<file path="src/rtl/serial_regs_pkg.sv">
// shared constants of the synchronous serial port: register map,
// field positions, reset values, engine states and rate decoding.
// assumes a single cpu clock domain using these values.
package serial_regs_pkg;
  // ----------------------------------------------------------------
  // register port
  // ----------------------------------------------------------------
  localparam int ADDR_W = 8;
  localparam int DATA_W = 8;
  localparam logic [7:0] OFS_DATA = 8'h21;
  localparam logic [7:0] OFS_CTRL = 8'h22;
  localparam logic [7:0] OFS_STAT = 8'h23;
  localparam logic [7:0] READ_IDLE = 8'h00;
  // ----------------------------------------------------------------
  // serial_control fields
  // ----------------------------------------------------------------
  localparam int CTL_IRQ_EN = 7;
  localparam int CTL_PERIPH_EN = 6;
  localparam int CTL_RATE_DIV = 5;
  localparam int CTL_MASTER = 4;
  localparam int CTL_IDLE_LVL = 3;
  localparam int CTL_CAPT_EDGE = 2;
  localparam int CTL_RATE1 = 1;
  localparam int CTL_RATE0 = 0;
  localparam logic [7:0] CTRL_RESET = 8'h00;
  // ----------------------------------------------------------------
  // serial_control_status fields
  // ----------------------------------------------------------------
  localparam int ST_XFER_DONE = 7;
  localparam int ST_WRITE_COLLISION_FLAG = 6;
  localparam int ST_OVR = 5;
  localparam int ST_MODE_FAULT_FLAG = 4;
  localparam int ST_OUT_DIS = 2;
  localparam int ST_SS_SOFT = 1;
  localparam int ST_SS_LVL = 0;
  localparam logic [2:0] STAT_SW_RESET = 3'h0;
  localparam logic [7:0] DATA_RESET = 8'h00;
  // ----------------------------------------------------------------
  // transfer engine
  // ----------------------------------------------------------------
  localparam logic [3:0] LAST_EDGE = 4'hf;
  localparam logic [6:0] HALF_DIV4 = 7'h02;
  localparam logic [6:0] HALF_DIV8 = 7'h04;
  localparam logic [6:0] HALF_DIV16 = 7'h08;
  localparam logic [6:0] HALF_DIV32 = 7'h10;
  localparam logic [6:0] HALF_DIV64 = 7'h20;
  localparam logic [6:0] HALF_DIV128 = 7'h40;
  typedef enum logic [1:0] {
    XS_IDLE = 2'b01,
    XS_RUN = 2'b10
  } xfer_state_t;
  // cpu cycles per half serial clock for rate bits {div, r1, r0}
  function automatic logic [6:0] rate_half(input logic [2:0] sel);
    logic [6:0] h;
    h = HALF_DIV4;
    case (sel)
      3'b100: h = HALF_DIV4;
      3'b000: h = HALF_DIV8;
      3'b001: h = HALF_DIV16;
      3'b110: h = HALF_DIV32;
      3'b010: h = HALF_DIV64;
      3'b011: h = HALF_DIV128;
      default: h = HALF_DIV4;
    endcase
    return h;
  endfunction
endpackage

</file>
<file path="src/rtl/pin_sync_if.sv">
// synchronised serial pin levels and clock edge pulses
// assumes producer and consumer share the cpu clock
`timescale 1ns/1ns
`default_nettype none
interface pin_sync_if;
  logic sck_lvl;
  logic sck_rise;
  logic sck_fall;
  logic mosi;
  logic miso;
  logic ss_n;
  modport producer (output sck_lvl, sck_rise, sck_fall, mosi, miso, ss_n);
  modport consumer (input sck_lvl, sck_rise, sck_fall, mosi, miso, ss_n);
endinterface
`default_nettype wire

</file>
<file path="src/rtl/serial_pin_sync.sv">
// two-stage synchronisers for the serial pins plus clock edge finder
// assumes the pins are asynchronous to clk_in
`timescale 1ns/1ns
`default_nettype none
module serial_pin_sync (
  // clock and reset
  input wire logic clk_in,
  input wire logic rstn_in,
  // raw pins
  input wire logic sck_in,
  input wire logic mosi_in,
  input wire logic miso_in,
  input wire logic ss_n_in,
  // synchronised side
  pin_sync_if.producer sync_out
);
  logic [3:0] meta_ff;
  logic [3:0] stable_ff;
  logic sck_prev_ff;

  // first stage feeds only the second stage
  always_ff @(posedge clk_in or negedge rstn_in) begin
    if (!rstn_in) begin
      meta_ff <= 4'h0;
      stable_ff <= 4'h0;
      sck_prev_ff <= 1'b0;
    end else begin
      meta_ff <= {ss_n_in, miso_in, mosi_in, sck_in};
      stable_ff <= meta_ff;
      sck_prev_ff <= stable_ff[0];
    end
  end

  // edges come from the settled level only
  assign sync_out.sck_lvl = stable_ff[0];
  assign sync_out.sck_rise = stable_ff[0] & ~sck_prev_ff;
  assign sync_out.sck_fall = ~stable_ff[0] & sck_prev_ff;
  assign sync_out.mosi = stable_ff[1];
  assign sync_out.miso = stable_ff[2];
  assign sync_out.ss_n = stable_ff[3];
endmodule
`default_nettype wire

</file>
<file path="src/rtl/serial_port.sv">
// synchronous serial port: registers, flags, shift engine and pins
// assumes a cpu register port on clk_in and a serial partner on pins
//
// Behaviour
// - finished byte sets done flag; interrupt when enabled
// - done flag clears after status read then data read or write
// - data writes ignored while done flag set and status unread
// - data write during a transfer sets the collision flag
// - byte finishing while done flag set raises overrun
// - status read clears the overrun flag
// - select low in master mode sets mode fault, interrupt if enabled
// - mode fault clears after status read then control write
// - output disable releases data output; else drives when enabled
// - soft select management ignores pin, uses internal level bit
// - internal level zero selects slave, one deselects
// - in master mode each data write accepted while idle starts one byte exchange
// - on completion with done flag clear received byte copied into receive buffer
// - data read returns receive buffer, not shift register
// - data write loads shift register directly
// - data, control, status decoded at their addresses with resets
// - mode fault clears enable and master bits by hardware
// - one interrupt for done, mode fault or overrun when enabled
`timescale 1ns/1ns
`default_nettype none
module serial_port
  import serial_regs_pkg::*;
(
  // clock and reset
  input wire logic clk_in,
  input wire logic rstn_in,
  // register port
  input wire logic [serial_regs_pkg::ADDR_W-1:0] addr_in,
  input wire logic [serial_regs_pkg::DATA_W-1:0] wr_data_in,
  input wire logic wr_en_in,
  input wire logic rd_en_in,
  output logic [serial_regs_pkg::DATA_W-1:0] rd_data_out,
  // serial clock pin
  input wire logic sck_in,
  output logic sck_out,
  output logic sck_oe_out,
  // master-out pin
  input wire logic mosi_in,
  output logic mosi_out,
  output logic mosi_oe_out,
  // slave-out pin
  input wire logic miso_in,
  output logic miso_out,
  output logic miso_oe_out,
  // slave select and interrupt
  input wire logic ss_n_in,
  output logic irq_out
);
  import serial_regs_pkg::*;

  // ----------------------------------------------------------------
  // pin synchronisers
  // ----------------------------------------------------------------
  pin_sync_if pins ();
  serial_pin_sync u_sync (
    .clk_in(clk_in),
    .rstn_in(rstn_in),
    .sck_in(sck_in),
    .mosi_in(mosi_in),
    .miso_in(miso_in),
    .ss_n_in(ss_n_in),
    .sync_out(pins)
  );

  // ----------------------------------------------------------------
  // state
  // ----------------------------------------------------------------
  logic [7:0] ctrl_ff;
  logic [2:0] stat_sw_ff;
  logic xfer_done_flag_ff;
  logic write_collision_flag_ff;
  logic overrun_flag_ff;
  logic mode_fault_flag_ff;
  logic stat_seen_ff;
  logic fault_armed_ff;
  logic [7:0] shreg_ff;
  logic [7:0] rxbuf_ff;
  logic cap_ff;
  logic [3:0] edge_cnt_ff;
  logic [6:0] div_cnt_ff;
  logic sck_lvl_ff;
  logic [7:0] rd_data_ff;
  xfer_state_t state_ff;
  xfer_state_t nxt_state;

  // ----------------------------------------------------------------
  // decode
  // ----------------------------------------------------------------
  wire irq_enable = ctrl_ff[CTL_IRQ_EN];
  wire periph_enable = ctrl_ff[CTL_PERIPH_EN];
  wire master_select = ctrl_ff[CTL_MASTER];
  wire idle_level_select = ctrl_ff[CTL_IDLE_LVL];
  wire capture_edge_select = ctrl_ff[CTL_CAPT_EDGE];
  wire output_disable = stat_sw_ff[ST_OUT_DIS];
  wire select_soft_manage = stat_sw_ff[ST_SS_SOFT];
  wire internal_select_level = stat_sw_ff[ST_SS_LVL];
  wire [6:0] half_period = rate_half({ctrl_ff[CTL_RATE_DIV],
                                      ctrl_ff[CTL_RATE1],
                                      ctrl_ff[CTL_RATE0]});
  wire sel_data = (addr_in == OFS_DATA);
  wire sel_ctrl = (addr_in == OFS_CTRL);
  wire sel_stat = (addr_in == OFS_STAT);
  wire data_wr = wr_en_in & sel_data;
  wire data_rd = rd_en_in & sel_data;
  wire data_acc = data_wr | data_rd;
  wire ctrl_wr = wr_en_in & sel_ctrl;
  wire stat_wr = wr_en_in & sel_stat;
  wire stat_rd = rd_en_in & sel_stat;

  // select level seen by the block: pin or internal bit
  wire ss_level = select_soft_manage ? internal_select_level : pins.ss_n;
  wire master_mode = periph_enable & master_select;
  wire slave_sel = periph_enable & ~master_select & ~ss_level;
  wire fault = master_mode & ~ss_level;

  // ----------------------------------------------------------------
  // shift engine edges
  // ----------------------------------------------------------------
  wire running = (state_ff == XS_RUN);
  wire tick = running & (div_cnt_ff == 7'h01);
  wire m_lead = tick & ~edge_cnt_ff[0];
  wire m_trail = tick & edge_cnt_ff[0];
  wire s_lead = slave_sel &
                (idle_level_select ? pins.sck_fall : pins.sck_rise);
  wire s_trail = slave_sel &
                 (idle_level_select ? pins.sck_rise : pins.sck_fall);
  wire lead_ev = master_mode ? m_lead : s_lead;
  wire trail_ev = master_mode ? m_trail : s_trail;
  wire active = master_mode ? running : slave_sel;
  wire busy = master_mode ? running : (slave_sel & (edge_cnt_ff != 4'h0));
  wire din = master_mode ? pins.miso : pins.mosi;
  wire done = trail_ev & (edge_cnt_ff == LAST_EDGE);
  wire in_bit = capture_edge_select ? din : cap_ff;
  wire [7:0] rx_byte = {shreg_ff[6:0], in_bit};

  // data writes blocked until status read while done is set
  wire data_wr_ok = data_wr & ~(xfer_done_flag_ff & ~stat_seen_ff);
  wire load = data_wr_ok & ~busy;
  wire start = load & master_mode;
  wire seq_clear = stat_seen_ff & data_acc;

  // ----------------------------------------------------------------
  // control register, with mode fault override
  // ----------------------------------------------------------------
  always_ff @(posedge clk_in or negedge rstn_in) begin
    if (!rstn_in) begin
      ctrl_ff <= CTRL_RESET;
    end else begin
      ctrl_ff <= ctrl_wr ? wr_data_in : ctrl_ff;
      if (fault) begin
        ctrl_ff[CTL_PERIPH_EN] <= 1'b0;
        ctrl_ff[CTL_MASTER] <= 1'b0;
      end
    end
  end

  // software bits of the status register only
  always_ff @(posedge clk_in or negedge rstn_in) begin
    if (!rstn_in) begin
      stat_sw_ff <= STAT_SW_RESET;
    end else if (stat_wr) begin
      stat_sw_ff <= wr_data_in[2:0];
    end
  end

  // ----------------------------------------------------------------
  // flags: a set in the same cycle as a clear wins
  // ----------------------------------------------------------------
  always_ff @(posedge clk_in or negedge rstn_in) begin
    if (!rstn_in) begin
      xfer_done_flag_ff <= 1'b0;
      write_collision_flag_ff <= 1'b0;
      overrun_flag_ff <= 1'b0;
      mode_fault_flag_ff <= 1'b0;
    end else begin
      xfer_done_flag_ff <= done | (xfer_done_flag_ff & ~seq_clear);
      write_collision_flag_ff <= (data_wr_ok & busy) |
                                 (write_collision_flag_ff & ~seq_clear);
      overrun_flag_ff <= (done & xfer_done_flag_ff) |
                         (overrun_flag_ff & ~stat_rd);
      mode_fault_flag_ff <= fault |
                            (mode_fault_flag_ff &
                             ~(fault_armed_ff & ctrl_wr));
    end
  end

  // clear sequence tracking
  always_ff @(posedge clk_in or negedge rstn_in) begin
    if (!rstn_in) begin
      stat_seen_ff <= 1'b0;
      fault_armed_ff <= 1'b0;
    end else begin
      stat_seen_ff <= stat_rd | (stat_seen_ff & ~data_acc);
      fault_armed_ff <= (stat_rd & mode_fault_flag_ff) |
                        (fault_armed_ff & ~ctrl_wr);
    end
  end

  // ----------------------------------------------------------------
  // master sequencer and serial clock generator
  // ----------------------------------------------------------------
  always_comb begin
    nxt_state = state_ff;
    case (state_ff)
      XS_IDLE: nxt_state = start ? XS_RUN : XS_IDLE;
      XS_RUN: nxt_state = (done | ~master_mode) ? XS_IDLE : XS_RUN;
      default: nxt_state = XS_IDLE;
    endcase
  end

  always_ff @(posedge clk_in or negedge rstn_in) begin
    if (!rstn_in) begin
      state_ff <= XS_IDLE;
      div_cnt_ff <= 7'h01;
      sck_lvl_ff <= 1'b0;
    end else begin
      state_ff <= nxt_state;
      div_cnt_ff <= (start | tick) ? half_period : div_cnt_ff - 7'h01;
      sck_lvl_ff <= running ? (sck_lvl_ff ^ tick) : idle_level_select;
    end
  end

  // ----------------------------------------------------------------
  // shift register, capture bit and edge counter
  // ----------------------------------------------------------------
  always_ff @(posedge clk_in or negedge rstn_in) begin
    if (!rstn_in) begin
      shreg_ff <= DATA_RESET;
      cap_ff <= 1'b0;
    end else begin
      if (load) begin
        shreg_ff <= wr_data_in;
      end else if (lead_ev & capture_edge_select & (edge_cnt_ff != 4'h0)) begin
        shreg_ff <= {shreg_ff[6:0], cap_ff};
      end else if (trail_ev & (~capture_edge_select | done)) begin
        shreg_ff <= rx_byte;
      end
      if ((lead_ev & ~capture_edge_select) |
          (trail_ev & capture_edge_select)) begin
        cap_ff <= din;
      end
    end
  end

  always_ff @(posedge clk_in or negedge rstn_in) begin
    if (!rstn_in) begin
      edge_cnt_ff <= 4'h0;
    end else if (~active | start) begin
      edge_cnt_ff <= 4'h0;
    end else if (lead_ev | trail_ev) begin
      edge_cnt_ff <= edge_cnt_ff + 4'h1;
    end
  end

  // receive buffer keeps the unread byte on overrun
  always_ff @(posedge clk_in or negedge rstn_in) begin
    if (!rstn_in) begin
      rxbuf_ff <= DATA_RESET;
    end else if (done & ~xfer_done_flag_ff) begin
      rxbuf_ff <= rx_byte;
    end
  end

  // ----------------------------------------------------------------
  // register read port, data one cycle after the strobe
  // ----------------------------------------------------------------
  wire [7:0] stat_view = {xfer_done_flag_ff, write_collision_flag_ff,
                          overrun_flag_ff, mode_fault_flag_ff,
                          1'b0, stat_sw_ff};
  wire [7:0] rd_mux = sel_data ? rxbuf_ff :
                      sel_ctrl ? ctrl_ff :
                      sel_stat ? stat_view : READ_IDLE;

  always_ff @(posedge clk_in or negedge rstn_in) begin
    if (!rstn_in) begin
      rd_data_ff <= READ_IDLE;
    end else begin
      rd_data_ff <= rd_en_in ? rd_mux : READ_IDLE;
    end
  end

  // ----------------------------------------------------------------
  // outputs
  // ----------------------------------------------------------------
  assign rd_data_out = rd_data_ff;
  assign sck_out = sck_lvl_ff;
  assign sck_oe_out = master_mode;
  assign mosi_out = shreg_ff[7];
  assign miso_out = shreg_ff[7];
  assign mosi_oe_out = master_mode & ~output_disable;
  assign miso_oe_out = slave_sel & ~output_disable;
  assign irq_out = irq_enable & (xfer_done_flag_ff | mode_fault_flag_ff |
                                 overrun_flag_ff);

  // ----------------------------------------------------------------
  // checks
  // ----------------------------------------------------------------
  property p_done_sets;
    @(posedge clk_in) disable iff (!rstn_in)
      done |=> xfer_done_flag_ff;
  endproperty
  a_done_sets: assert property (p_done_sets)
    else $error("done flag not set after completion");
  property p_done_clear;
    @(posedge clk_in) disable iff (!rstn_in)
      $fell(xfer_done_flag_ff) |-> $past(stat_seen_ff & data_acc);
  endproperty
  a_done_clear: assert property (p_done_clear)
    else $error("done flag cleared without sequence");
  property p_write_blocked;
    @(posedge clk_in) disable iff (!rstn_in)
      data_wr & xfer_done_flag_ff & ~stat_seen_ff & ~busy
      |=> $stable(shreg_ff) or (edge_cnt_ff != 4'h0);
  endproperty
  a_write_blocked: assert property (p_write_blocked)
    else $error("blocked data write reached shifter");
  property p_collision;
    @(posedge clk_in) disable iff (!rstn_in)
      data_wr_ok & busy |=> write_collision_flag_ff;
  endproperty
  a_collision: assert property (p_collision)
    else $error("collision not flagged");
  property p_overrun;
    @(posedge clk_in) disable iff (!rstn_in)
      done & xfer_done_flag_ff |=> overrun_flag_ff & $stable(rxbuf_ff);
  endproperty
  a_overrun: assert property (p_overrun)
    else $error("overrun not flagged or buffer lost");
  property p_overrun_clear;
    @(posedge clk_in) disable iff (!rstn_in)
      $fell(overrun_flag_ff) |-> $past(stat_rd);
  endproperty
  a_overrun_clear: assert property (p_overrun_clear)
    else $error("overrun cleared without status read");
  property p_fault;
    @(posedge clk_in) disable iff (!rstn_in)
      fault |=> mode_fault_flag_ff & ~periph_enable & ~master_select;
  endproperty
  a_fault: assert property (p_fault)
    else $error("mode fault did not drop to slave");
  property p_fault_clear;
    @(posedge clk_in) disable iff (!rstn_in)
      $fell(mode_fault_flag_ff) |-> $past(fault_armed_ff & ctrl_wr);
  endproperty
  a_fault_clear: assert property (p_fault_clear)
    else $error("mode fault cleared without sequence");
  property p_out_disable;
    @(posedge clk_in) disable iff (!rstn_in)
      output_disable |-> ~mosi_oe_out & ~miso_oe_out;
  endproperty
  a_out_disable: assert property (p_out_disable)
    else $error("data output driven while disabled");

  property p_read_buffer;
    @(posedge clk_in) disable iff (!rstn_in)
      data_rd |=> rd_data_out == $past(rxbuf_ff);
  endproperty
  a_read_buffer: assert property (p_read_buffer)
    else $error("data read not from receive buffer");
endmodule
`default_nettype wire

</file>
<file path="config.mk">
export PLATFORM = sky130hd
export DESIGN_NAME = serial_port
export DESIGN_NICKNAME = d
export VERILOG_FILES = /design/src/rtl/serial_regs_pkg.sv /design/src/rtl/pin_sync_if.sv /design/src/rtl/serial_pin_sync.sv /design/src/rtl/serial_port.sv
export SDC_FILE = /design/constraint.sdc
export NUM_CORES = 1
export LEC_CHECK = 0
export ABC_AREA = 0
export BUFFER_PORTS_ARGS = -buffer_cell sky130_fd_sc_hd__clkbuf_2
export CORE_ASPECT_RATIO = 0.75
export CORE_MARGIN = 1.5
export CORE_UTILIZATION = 50
export CTS_CLUSTER_DIAMETER = 30
export DETAILED_ROUTE_END_ITERATION = 12
export HOLD_SLACK_MARGIN = 0.05
export PLACE_DENSITY = 0.78
export SKIP_LAST_GASP = 1
export SLEW_MARGIN = 30
export SYNTH_ARGS = -nofsm -noshare
export SYNTH_HDL_FRONTEND = slang
export SYNTH_SLANG_ARGS = --single-unit
</file>
<file path="constraint.sdc">
create_clock -name clk_in -period 2.2 [get_ports clk_in]
set_clock_uncertainty 0.05 [all_clocks]
set_input_delay 0.44 -clock clk_in [delete_from_list [all_inputs] [get_ports clk_in]]
set_output_delay 0.44 -clock clk_in [all_outputs]
set_load 0.05 [all_outputs]
</file>
Word-level counts from Yosys, hierarchy flattened
Index checks and enable logic that the tools add are counted.
{"block": "word_totals", "output_inout_bits": 15, "ff_bits": 65, "wordCells": 141, "input_bits": 24}
{"block": "op_classes", "bitwise": 76, "n_addsub": 2, "mux": 27, "n_eq_ne": 11, "n_reduce_logical": 5}
{"cell": "8-bit two-way mux", "count": 7}
{"cell": "1-bit bitwise AND", "count": 42}
{"cell": "7-bit case mux with 5 select lines", "count": 1}
{"cell": "8-bit by 6-bit equality test with 1-bit output, second input constant", "count": 3}
{"cell": "1-bit inverter", "count": 18}
{"cell": "1-bit OR", "count": 15}
{"cell": "7-bit two-way mux", "count": 2}
{"cell": "1-bit two-way mux", "count": 12}
{"cell": "4-bit two-way mux", "count": 2}
{"cell": "7-bit by 1-bit equality test with 1-bit output, second input constant", "count": 1}
{"cell": "7-bit by 1-bit subtractor with 7-bit output, second input constant", "count": 1}
{"cell": "3-bit by 2-bit equality test with 1-bit output, second input constant", "count": 2}
{"cell": "4-bit by 1-bit adder with 4-bit output, second input constant", "count": 1}
{"cell": "4-bit equality test, second input constant", "count": 1}
{"cell": "2-bit two-way mux", "count": 2}
{"cell": "2-bit case mux with 2 select lines", "count": 1}
{"cell": "2-bit nonzero test", "count": 2}
{"cell": "4-bit nonzero test", "count": 1}
{"cell": "3-bit by 1-bit equality test with 1-bit output, second input constant", "count": 1}
{"cell": "3-bit equality test, second input constant", "count": 1}
{"cell": "3-bit logical NOT", "count": 1}
{"cell": "3-bit nonzero test", "count": 1}
{"cell": "2-bit by 1-bit equality test with 1-bit output, second input constant", "count": 1}
{"cell": "2-bit equality test, second input constant", "count": 1}
{"cell": "1-bit XOR", "count": 1}

Depth between registers and ports, before layout
Gate-level depths: netlist of run 1.
{"block": "logic_depth", "ltp_word": 11, "ltp_mapped": 9, "mapped_depth_nobuf": 7}

Modules after synthesis
A second synthesis of run 1 with hierarchy kept.
{"block": "hier_totals", "cells_unflattened": 266, "hier_area_um2": 3184.3}
{"module": "serial_port", "cells_each": 255, "n_inst": 1, "area_per_inst_um2": 2944.1, "seq_area_each_um2": 1403.8}
{"module": "serial_pin_sync", "cells_each": 11, "n_inst": 1, "area_per_inst_um2": 240.2, "seq_area_each_um2": 225.2}

Worst setup path before layout of run 1
OpenSTA, ideal clock, no wires.
{"block": "synth_path", "path_kind": "input to register", "from": "in addr_in[4] (netlist name)", "to": "reg div_cnt_ff[2]", "required_time_ns": 2.023, "path_slack_ns": -0.193, "path_stages": 6, "n_path_buf": 1, "setup_ns": 0.127, "arrival_ns": 2.216, "path_cell_list": "or4b_1 -> nor4b_4 -> o2111a_1 -> buf_4 -> a21oi_2 -> mux2_1"}
{"block": "synth_between", "elab_chain_len": 7}
{"item": "from (decl)", "line_no": "serial_port.sv:32", "rtl": "input wire logic [serial_regs_pkg::ADDR_W-1:0] addr_in,"}
{"item": "8-bit by 6-bit equality test with 1-bit output", "line_no": "serial_port.sv:104", "rtl": "wire sel_data = (addr_in == OFS_DATA);"}
{"item": "1-bit bitwise AND", "line_no": "serial_port.sv:107", "rtl": "wire data_wr = wr_en_in & sel_data;"}
{"item": "1-bit bitwise AND", "line_no": "serial_port.sv:141", "rtl": "wire data_wr_ok = data_wr & ~(xfer_done_flag_ff & ~stat_seen_ff);"}
{"item": "1-bit bitwise AND", "line_no": "serial_port.sv:142", "rtl": "wire load = data_wr_ok & ~busy;"}
{"item": "1-bit bitwise AND", "line_no": "serial_port.sv:143", "rtl": "wire start = load & master_mode;"}
{"item": "1-bit OR", "line_no": "serial_port.sv:222", "rtl": "div_cnt_ff <= (start | tick) ? half_period : div_cnt_ff - 7'h01;"}
{"item": "7-bit two-way mux", "line_no": "serial_port.sv:222"}
{"item": "to (signal assigned)", "line_no": "serial_port.sv:222"}
{"item": "to (decl)", "line_no": "serial_port.sv:84", "rtl": "logic [6:0] div_cnt_ff;"}
No other way between the ends.
A chain may end at the register's enable or synchronous reset.

Worst setup path in the final report of run 1
{"block": "layout_path", "from": "reg div_cnt_ff[4]", "to": "reg shreg_ff[7]"}
{"block": "layout_between", "elab_chain_len": 8, "elab_cells_between_ends": 14, "cone_classes": "eq/ne: 1; mux: 4; bitwise: 8; reduce/logical: 1"}
{"item": "7-bit by 1-bit equality test with 1-bit output (*)", "line_no": "serial_port.sv:124", "rtl": "wire tick = running & (div_cnt_ff == 7'h01);"}
{"item": "1-bit bitwise AND (*)", "line_no": "serial_port.sv:124"}
{"item": "1-bit bitwise AND, on equally long branches", "line_no": "serial_port.sv:126, serial_port.sv:125"}
{"item": "1-bit two-way mux, on equally long branches", "line_no": "serial_port.sv:132, serial_port.sv:131"}
{"item": "1-bit bitwise AND, on equally long branches", "line_no": "serial_port.sv:136, serial_port.sv:237"}
{"item": "1-bit OR or 1-bit bitwise AND (tied branches)", "line_no": "serial_port.sv:239, serial_port.sv:237"}
{"item": "1-bit bitwise AND or 8-bit two-way mux (tied branches)", "line_no": "serial_port.sv:239, serial_port.sv:237"}
{"item": "3-bit nonzero test (no line) or 8-bit two-way mux (tied branches)"}
{"item": "to (signal assigned)", "line_no": "serial_port.sv:236", "rtl": "shreg_ff <= wr_data_in;"}
{"item": "to (signal assigned)", "line_no": "serial_port.sv:238", "rtl": "shreg_ff <= {shreg_ff[6:0], cap_ff};"}
{"item": "to (signal assigned)", "line_no": "serial_port.sv:240", "rtl": "shreg_ff <= rx_byte;"}
{"item": "to (decl)", "line_no": "serial_port.sv:80", "rtl": "logic [7:0] shreg_ff;"}
Mark *: on every way between the ends. The rest lies on a longest branch, timed or not.

==> run metrics, run 1 <==
largest net degree at the start of global routing 66; WS Path Type flip-flop to flip-flop; compound-gate portion of the synthesized area 10.9%; clk_lat worst skew 0.35 ns; Synth cell types 52; hpwl dp 5430 um; via count of the first global-routing pass between 2000 and 2500; max_slew headroom roughly 73%; Fin Setup TNS -0.0150 ns; clock buffers created by TritonCTS 9; RSZ-0062 raised after global routing true; clk slew on worst S/H paths 0.08 ns; #FFs+latches synth 65; Final setup viols 2; core area 0.00595 sq mm; die area a little under 0.007 sq mm; GPL Wtd Cong ~0.84; Fin Hold WS approximately 0.057 ns; crit path cell chain or4_4, or4_4, a21oi_4, buf_6, nor4_1, a31oi_2; largest fanout on the critical path 7; pwr dens 678 mW/mm^2; Max-Cap Viols 0; share of cells above drive strength 1 between 30 and 40%; Clock Sinks 65; Final ANT Viol Nets 0; initial DRC count 295; # port buffers 38; peak supply drop 488 uV; cell area after synthesis ~0.0032 sq mm; GRT overflow 0; Initial Utilization a little over half; slowest CP cell or4_4; count of flip-flops with a built-in enable after synthesis 0; Crit path top cell by count or4_4; sequential share of the synthesized area 51.5%; drc violations 0; Final Routed Wirelength approximately 7700 um; clk buf depth 2; top_reg_cell synth dfrtp_1; antenna violations before repair 0; Post-Synth XOR/XNOR Area 2.49%; design area 0.00405 sq mm; commonest non-fill, non-tap cell in the layout dfrtp_1; critical path startpoint category flip-flop; most frequent cells in the layout dfrtp_1 (63), clkbuf_2 (37), buf_4 (30); nets@finish slightly below 400; pins over their slew limit 0; hold buffers post-CTS 0; # rows 24; worst hold path type input port to async pin; Slew @ Worst Pin 0.403 ns; gr usage total ~24%; outcome finished with violations; via count 2510; Util after Layout 68.1%; Die Wd between 90 and 100 um; fin crit share 100%; ANT cells 0; synth-to-layout area growth 28.1%; CP Capture Type flip-flop; DIE HEIGHT 71.9 um; Max Clk Rate approximately 450 MHz; crit path DAT 2.42 ns; Clock Tree Root clkbuf_8; leakage 1.95 nW; Final Hold Viols 0; TritonCTS clock tree done; ys async rst share 100%; mux share of post-synthesis cell area 12.7%; placed inst area 0.00371 sq mm; post-route setup slack -0.00841 ns; largest family of logic cells by synthesized area simple AND/OR/NAND/NOR gates; CP peak stage delay 0.58 ns; worst path required time roughly 2.4 ns; Adder-Cell Fraction of Synth Area between 2 and 2.5%; CP bufs+invs 1; Mapped Cells 281; failing checks negative setup slack; Avg Inst Size Synth 11.2 sq um; Total Power 2.74 mW; # H-tree levels 3; I/O Pins 39; syn_nets between 300 and 400; DR WL/cell 17.4 um; Post-Synth Simple-Gate Area 16.9%; post-layout min period 2.21 ns; Ys Warns 0; vias per cell between 5 and 6; critical path's top delay family simple AND/OR/NAND/NOR gates; global-route wire length before repair 12200 um; first drt pass iteration count 4
-- synthesized netlist by cell type, types with 2 or more instances --
cell type	instances	area share, %
dfstp_2	2	1.7
dfrtp_1	63	50
nor3_1	8	1.3
nor2_1	25	3.0
nor3b_1	2	0.47
nand2b_1	3	0.59
xor2_1	3	0.83
and3_1	2	0.40
or3b_2	2	0.55
a22oi_1	8	1.9
nand3b_1	5	1.2
o31ai_1	3	0.71
nand3_1	6	0.95
buf_4	3	0.71
o21ai_0	4	0.63
mux2i_1	11	3.5
or4_4	2	0.71
mux2_1	2	0.71
mux2_2	24	8.6
clkbuf_1	3	0.36
a31oi_1	7	1.4
a21oi_1	7	1.1
ha_1	6	2.4
nor4_1	7	1.4
inv_1	12	1.4
nand2_1	28	3.3
nor2b_1	3	0.59
xnor2_1	6	1.7
-- area by class of cell --
type | instances | area [sq um]
Sequential cell | 65 | 1630
Clock buffer | 11 | 151
Clock inverter | 5 | 77.6
Multi-Input combinational cell | 196 | 1550
Timing Repair Buffer | 73 | 495
Fill cell | 442 | 1900
Tap cell | 78 | 97.6
Inverter | 12 | 45.0
-- worst register-to-register path: stages, from the launching register on --
cell and delay (ns):
dfrtp_1 0.38, or4_4 0.58, or4_4 0.54, a21oi_4 0.19, buf_6 0.15, nor4_1 0.06
a31oi_2 0.17
-- flip-flops by register name, summed over array words and instances, names as in the netlist, 4 cells and up --
name / flops
rxbuf_ff: 8
rd_data_out: 8
edge_cnt_ff: 4
u_sync.stable_ff: 4
shreg_ff: 8
ctrl_ff: 8
u_sync.meta_ff: 4
div_cnt_ff: 7
-- stage by stage --
step,std cells,setup slack (ns)
floorplan,281,-0.157
global placement,420,-0.164
detailed placement,420,-0.195
CTS,437,-0.0617
global route,440,-0.0657
finish,440,-0.00841
-- logic make-up (layout without fill, tap and decap cells) --
logic type	Yosys count	count (layout)
AOI/OAI and AO/OA	44	44
xor gates and xnor gates	9	9
adders and majority gates	6	6
buffers and inverters	20	101
DFF	65	65
muxes	37	37
and+or+nand+nor	100	100
-- final timing paths --
path / start / slack, ns / to / cells after the start
min in group clk_in: sck_in / 0.15 / u_sync.meta_ff[0]$_DFF_PN0_ / 1
worst min-delay path: rstn_in / 0.06 / edge_cnt_ff[1]$_DFFE_PN0P_ / 2
max in group asynchronous: rstn_in / 1.73 / state_ff[0]$_DFF_PN1_ / 2
worst max register to register: div_cnt_ff[4]$_DFF_PN0_ / -0.008 / shreg_ff[7]$_DFFE_PN0P_ / 6
worst max-delay path: div_cnt_ff[4]$_DFF_PN0_ / -0.008 / shreg_ff[7]$_DFFE_PN0P_ / 6
worst min register to register: u_sync.meta_ff[1]$_DFF_PN0_ / 0.30 / u_sync.stable_ff[1]$_DFF_PN0_ / 0
-- report_power, final --
part	switching (mW)	internal, mW	total [mW]
logic	0.157	0.111	0.268
clock network	0.466	0.696	1.16
registers	0.0614	1.25	1.32
total	0.684	2.06	2.74
-- layer usage --
metal	wire length [um]	vias up	GRT usage [%]
met4	110	0	7.46
met5	0	-	0
met2	3320	104	35.4
li1	-	1171	-
met3	568	14	6.05
met1	3670	1221	36.0
-- repair_timing --
item	in CTS	in global routing
endpoints found under the setup margin	19	20
pin swaps	0	7
resized for setup	5	16
setup buffers	1	3
Power figures use the tool's default switching activity.
==> run 2, diff against run 1 <==
--- a/config.mk
+++ b/config.mk
@@ -12,6 +12,7 @@
 export CORE_UTILIZATION = 50
 export CTS_CLUSTER_DIAMETER = 30
 export DETAILED_ROUTE_END_ITERATION = 12
+export GPL_TIMING_DRIVEN = 0
 export HOLD_SLACK_MARGIN = 0.05
 export PLACE_DENSITY = 0.78
 export SKIP_LAST_GASP = 1
==> run metrics, run 2 (synthesized netlist as in run 1, its figures left out) <==
outcome finished with violations; failing checks negative setup slack; Initial Utilization a little over half; RR Startpoint div_cnt_ff[2]$_DFF_PN0_; antenna violations before repair 0; Die Wd between 90 and 100 um; crit path DAT 2.53 ns; worst hold path type input port to flip-flop; nets@finish about 380; Total Power 2.72 mW; hold worst-path end u_sync.meta_ff[0]$_DFF_PN0_; clock share of power 41.7%; # rows 24; via count of the first global-routing pass 2497; clk buf depth 2; CP Capture Type flip-flop; placed inst area roughly 0.0035 sq mm; peak supply drop ~400 uV; dpl cells a little under 400; Non-Filler Instances between 400 and 500; die area 0.00681 sq mm; hpwl dp roughly 5300 um; Final Hold Viols 0; WS Path Type flip-flop to flip-flop; worst path required time 2.38 ns; Worst R2R Setup Slack -0.14 ns; I/O Pins 39; DIE HEIGHT 71.9 um; Slew @ Worst Pin about 0.56 ns; RSZ-0062 raised after global routing true; max_slew headroom 62.8%; # port buffers 37; clk_lat worst skew 0.35 ns; Max Clk Rate 427 MHz; Final Routed Wirelength approximately 8100 um; Gate power share between 10% and 20%; gr usage total around a quarter; largest fanout on the critical path 4; critical path startpoint category flip-flop; Clock Tree Root clkbuf_8; # fillers approximately 440; post-route setup slack -0.145 ns; post-layout min period 2.34 ns; Final setup viols 10; drc violations 0; core area 0.00595 sq mm; first drt pass iteration count 4; sequential power share 48.3%; Max-Cap Viols 0; design area 0.00410 sq mm; most frequent cells in the layout dfrtp_1 (63), clkbuf_2 (35), nand2_1 (26); GRT overflow 0; fin crit share 107%; via count 2543; R2R depth 6; share of cells above drive strength 1 39.8%; largest net degree at the start of global routing 34; Power Internal 2.02 mW; Sw Ratio 25.8%; leakage 1.93 nW; Final ANT Viol Nets 0; ANT cells 0; TritonCTS clock tree done; clk slew on worst S/H paths 0.07 ns; hold path start sck_in; global-route wire length before repair 12700 um; worst hold path stage count 1; Clock Sinks 65; synth-to-layout area growth 29.7%; Net Switching 0.700 mW; clock buffers created by TritonCTS 9; initial DRC count 142; # H-tree levels 3; commonest non-fill, non-tap cell in the layout dfrtp_1; worst flop-to-flop path endpoint shreg_ff[0]$_DFFE_PN0P_; pwr dens 663 mW/mm^2; pins over their slew limit 0; Fin Setup TNS -0.636 ns; DR WL/cell 18.5 um; GPL Wtd Cong 0.816; vias per cell 5.82; dpl ws -0.480 ns
run 2: cell types whose count changed in the layout (fill, tap and decap cells not counted), sizes merged:
cell,before,now
clkinv,2,3
inv,12,13
buf,36,30
dlygate4sd3,0,1
run 2: worst max-delay path: stages, from the launching register on:
cell and delay, ns:
dfrtp_1 0.44, or4_4 0.56, or4_4 0.55, a21oi_4 0.22, buf_4 0.15, o221ai_2 0.10, o221a_4 0.16
run 2: per-stage QoR:
step                hold WS, ns  util (%)
global route              0.129      68.9
detailed placement        0.285      59.2
floorplan                0.0944         -
finish                    0.145      68.9
global placement          0.284      58.9
CTS                       0.133      66.4
run 2: layout make-up:
| class | count | area, sq um | share of cell area [%] |
|---|---|---|---|
| Buffer | 7 | 46.3 | 1.13 |
| Clock buffer | 9 | 124 | 3.02 |
| Clock inverter | 7 | 103 | 2.50 |
| Inverter | 12 | 45.0 | 1.10 |
| Multi-Input combinational cell | 196 | 1630 | 39.7 |
| Sequential cell | 65 | 1630 | 39.8 |
| Tap cell | 78 | 97.6 | 2.38 |
| Timing Repair Buffer | 63 | 428 | 10.4 |
run 2: metal layers:
layer,global-route usage [%],routed length [um],vias up
li1,-,-,1149
met1,35.1,3640,1279
met2,37.6,3780,102
met3,8.60,569,13
met4,6.80,109,0
met5,0,0,-
run 2: power by group through the flow:
stage          Clock, mW  Sequential, mW  Combinational, mW
2_1_floorplan          0            1.33              0.148
5_1_grt             1.20            1.32              0.297
3_3_place_gp           0            1.32              0.238
6_report            1.13            1.31              0.271
4_1_cts             1.15            1.31              0.257
3_5_place_dp           0            1.33              0.248
run 2: worst max path at each step:
stage	start	endpoint	slack, ns	depth (start not counted)
6_report	div_cnt_ff[2]$_DFF_PN0_	shreg_ff[0]$_DFFE_PN0P_	-0.14	6
5_1_grt	div_cnt_ff[2]$_DFF_PN0_	shreg_ff[1]$_DFFE_PN0P_	-0.19	6
4_1_cts	div_cnt_ff[5]$_DFF_PN0_	shreg_ff[0]$_DFFE_PN0P_	-0.12	7
3_5_place_dp	addr_in[4]	shreg_ff[0]$_DFFE_PN0P_	-0.48	5
3_3_place_gp	addr_in[4]	shreg_ff[0]$_DFFE_PN0P_	-0.53	5
2_1_floorplan	addr_in[4]	div_cnt_ff[2]$_DFF_PN0_	-0.16	6
run 2: timing repair:
item	4_1_cts	5_1_grt
pin swaps	7	6
setup buffers	13	11
gates cloned	0	0
gates resized for setup	18	19
hold buffers	1	0
hold endpoints to repair	32	0
endpoints found under the setup margin	26	34
==> run 3, diff against run 2 <==
--- a/config.mk
+++ b/config.mk
@@ -14,7 +14,7 @@
 export DETAILED_ROUTE_END_ITERATION = 12
 export GPL_TIMING_DRIVEN = 0
 export HOLD_SLACK_MARGIN = 0.05
-export PLACE_DENSITY = 0.78
+export PLACE_DENSITY = 0.75
 export SKIP_LAST_GASP = 1
 export SLEW_MARGIN = 30
 export SYNTH_ARGS = -nofsm -noshare
==> constraint.sdc (replaced) <==
create_clock -name clk_in -period 2.8 [get_ports clk_in]
set_clock_uncertainty 0.05 [all_clocks]
set_input_delay 0.56 -clock clk_in [delete_from_list [all_inputs] [get_ports clk_in]]
set_output_delay 0.56 -clock clk_in [all_outputs]
set_load 0.05 [all_outputs]
==> run metrics, run 3 (synthesized netlist as in run 1, its figures left out) <==
core area a little under 0.006 sq mm; WS Path Type flip-flop to flip-flop; share of cells above drive strength 1 28.4%; global-route wire length before repair 11400 um; I/O Pins 39; clock buffers created by TritonCTS 9; crit path DAT 2.75 ns; Non-Filler Instances 412; critical path startpoint category flip-flop; via count about 2300; initial DRC count 243; Clock Sinks 65; nets@finish 360; # port buffers 37; DR WL/cell ~17 um; clk_lat worst skew 0.35 ns; vias per cell ~5.7; TritonCTS clock tree done; GPL Wtd Cong 0.867; Max-Cap Viols 0; post-route setup slack 0.239 ns; dpl cells 397; hpwl dp 5070 um; drc violations 0; RSZ-0062 raised after global routing false; GRT overflow 0; peak supply drop 296 uV; die area between 0.006 and 0.007 sq mm; Initial Utilization a little over half; via count of the first global-routing pass 2286; clk slew on worst S/H paths approximately 0.070 ns; gr usage total between 20 and 25%; first drt pass iteration count 4; post-layout min period 2.56 ns; synth-to-layout area growth 16.5%; pins over their slew limit 0; Final Routed Wirelength 6960 um; Max Clk Rate 390 MHz; Clock Tree Root clkbuf_8; Gate power share under 10%; clock share of power 39.5%; worst hold path type input port to async pin; Sw Ratio 24.7%; clk buf depth 2; # H-tree levels 3; crit path cell chain or4_4, nor4_2, o21bai_1, nor2_4, mux2_2; antenna violations before repair 0; Die Wd 94.8 um; Final Hold Viols 0; dpl ws -0.0325 ns; Final ANT Viol Nets 0; pwr dens 549 mW/mm^2; # rows 24; hold buffers post-CTS 0; most frequent cells in the layout dfrtp_1 (63), clkbuf_2 (36), nand2_1 (28); design area 0.00368 sq mm; CP peak stage delay 0.60 ns; critical path's top delay family simple AND/OR/NAND/NOR gates; largest fanout on the critical path 8; CP bufs+invs 0; leakage 1.75 nW; sequential power share roughly half; outcome finished, final reports clean; worst path required time 2.99 ns; slowest CP cell or4_4; commonest non-fill, non-tap cell in the layout dfrtp_1; Power Internal 1.52 mW; ANT cells 0; fin crit share 91.5%; placed inst area 0.00347 sq mm; largest net degree at the start of global routing 48; Net Switching between 0.4 and 0.5 mW; Slew @ Worst Pin about 0.84 ns; DIE HEIGHT ~72 um; max_slew headroom 43.9%; CP Capture Type flip-flop; Final setup viols 0; Setup Buffers After CTS 0
-- run 3: final timing paths --
path,slack (ns),cells past startpoint,startpoint,endpoint
min,0.06,1,rstn_in,div_cnt_ff[2]$_DFF_PN0_
max in group asynchronous,2.08,2,rstn_in,state_ff[0]$_DFF_PN1_
min reg2reg,0.30,0,u_sync.meta_ff[1]$_DFF_PN0_,u_sync.stable_ff[1]$_DFF_PN0_
max reg2reg,0.24,5,div_cnt_ff[3]$_DFF_PN0_,rxbuf_ff[1]$_DFFE_PN0P_
max,0.24,5,div_cnt_ff[3]$_DFF_PN0_,rxbuf_ff[1]$_DFFE_PN0P_
min in group clk_in,0.26,1,mosi_in,u_sync.meta_ff[1]$_DFF_PN0_
-- run 3: power by group through the flow --
| stage | sequential (mW) | combinational (mW) | clock (mW) |
|---|---|---|---|
| 2_1_floorplan | 1.04 | 0.111 | 0 |
| 3_3_place_gp | 1.04 | 0.183 | 0 |
| 3_5_place_dp | 1.04 | 0.193 | 0 |
| 4_1_cts | 1.03 | 0.193 | 0.813 |
| 5_1_grt | 1.03 | 0.215 | 0.849 |
| 6_report | 1.03 | 0.194 | 0.798 |
-- run 3: per-layer routing --
metal	up-vias	track usage, %	wire, um
met1	1131	33.4	3330
met2	94	31.1	2920
li1	1108	-	-
met4	0	6.97	98
met3	13	9.13	609
met5	-	0	0
-- run 3: worst register-to-register path: stages (launching register included) --
cell	delay, ns
dfrtp_1	0.42
or4_4	0.60
nor4_2	0.45
o21bai_1	0.25
nor2_4	0.30
mux2_2	0.38
-- run 3: layout make-up --
type,instances,area [sq um]
flip-flops and latches,65,1630
well taps,78,97.6
inverters,12,45.0
multi-input cells,196,1450
clock inverters,2,37.5
clock buffers,13,159
plain buffers,8,50.0
repair buffers,38,215
fillers,515,2260
-- run 3: metrics by stage --
| stage | power (mW) | hold slack, ns | setup TNS (ns) | utilization (%) |
|---|---|---|---|---|
| floorplan | 1.15 | 0.214 | 0 | - |
| global placement | 1.22 | 0.282 | 0 | 57.9 |
| detailed placement | 1.24 | 0.285 | -0.0774 | 58.4 |
| CTS | 2.03 | 0.0614 | 0 | 61.7 |
| global route | 2.10 | 0.0681 | 0 | 61.9 |
| finish | 2.02 | 0.0601 | 0 | 61.9 |
-- run 3: repair_timing --
action,4_1_cts,5_1_grt
endpoints found under the setup margin,0,10
endpoints found under the hold margin,0,0
gates resized for setup,0,2
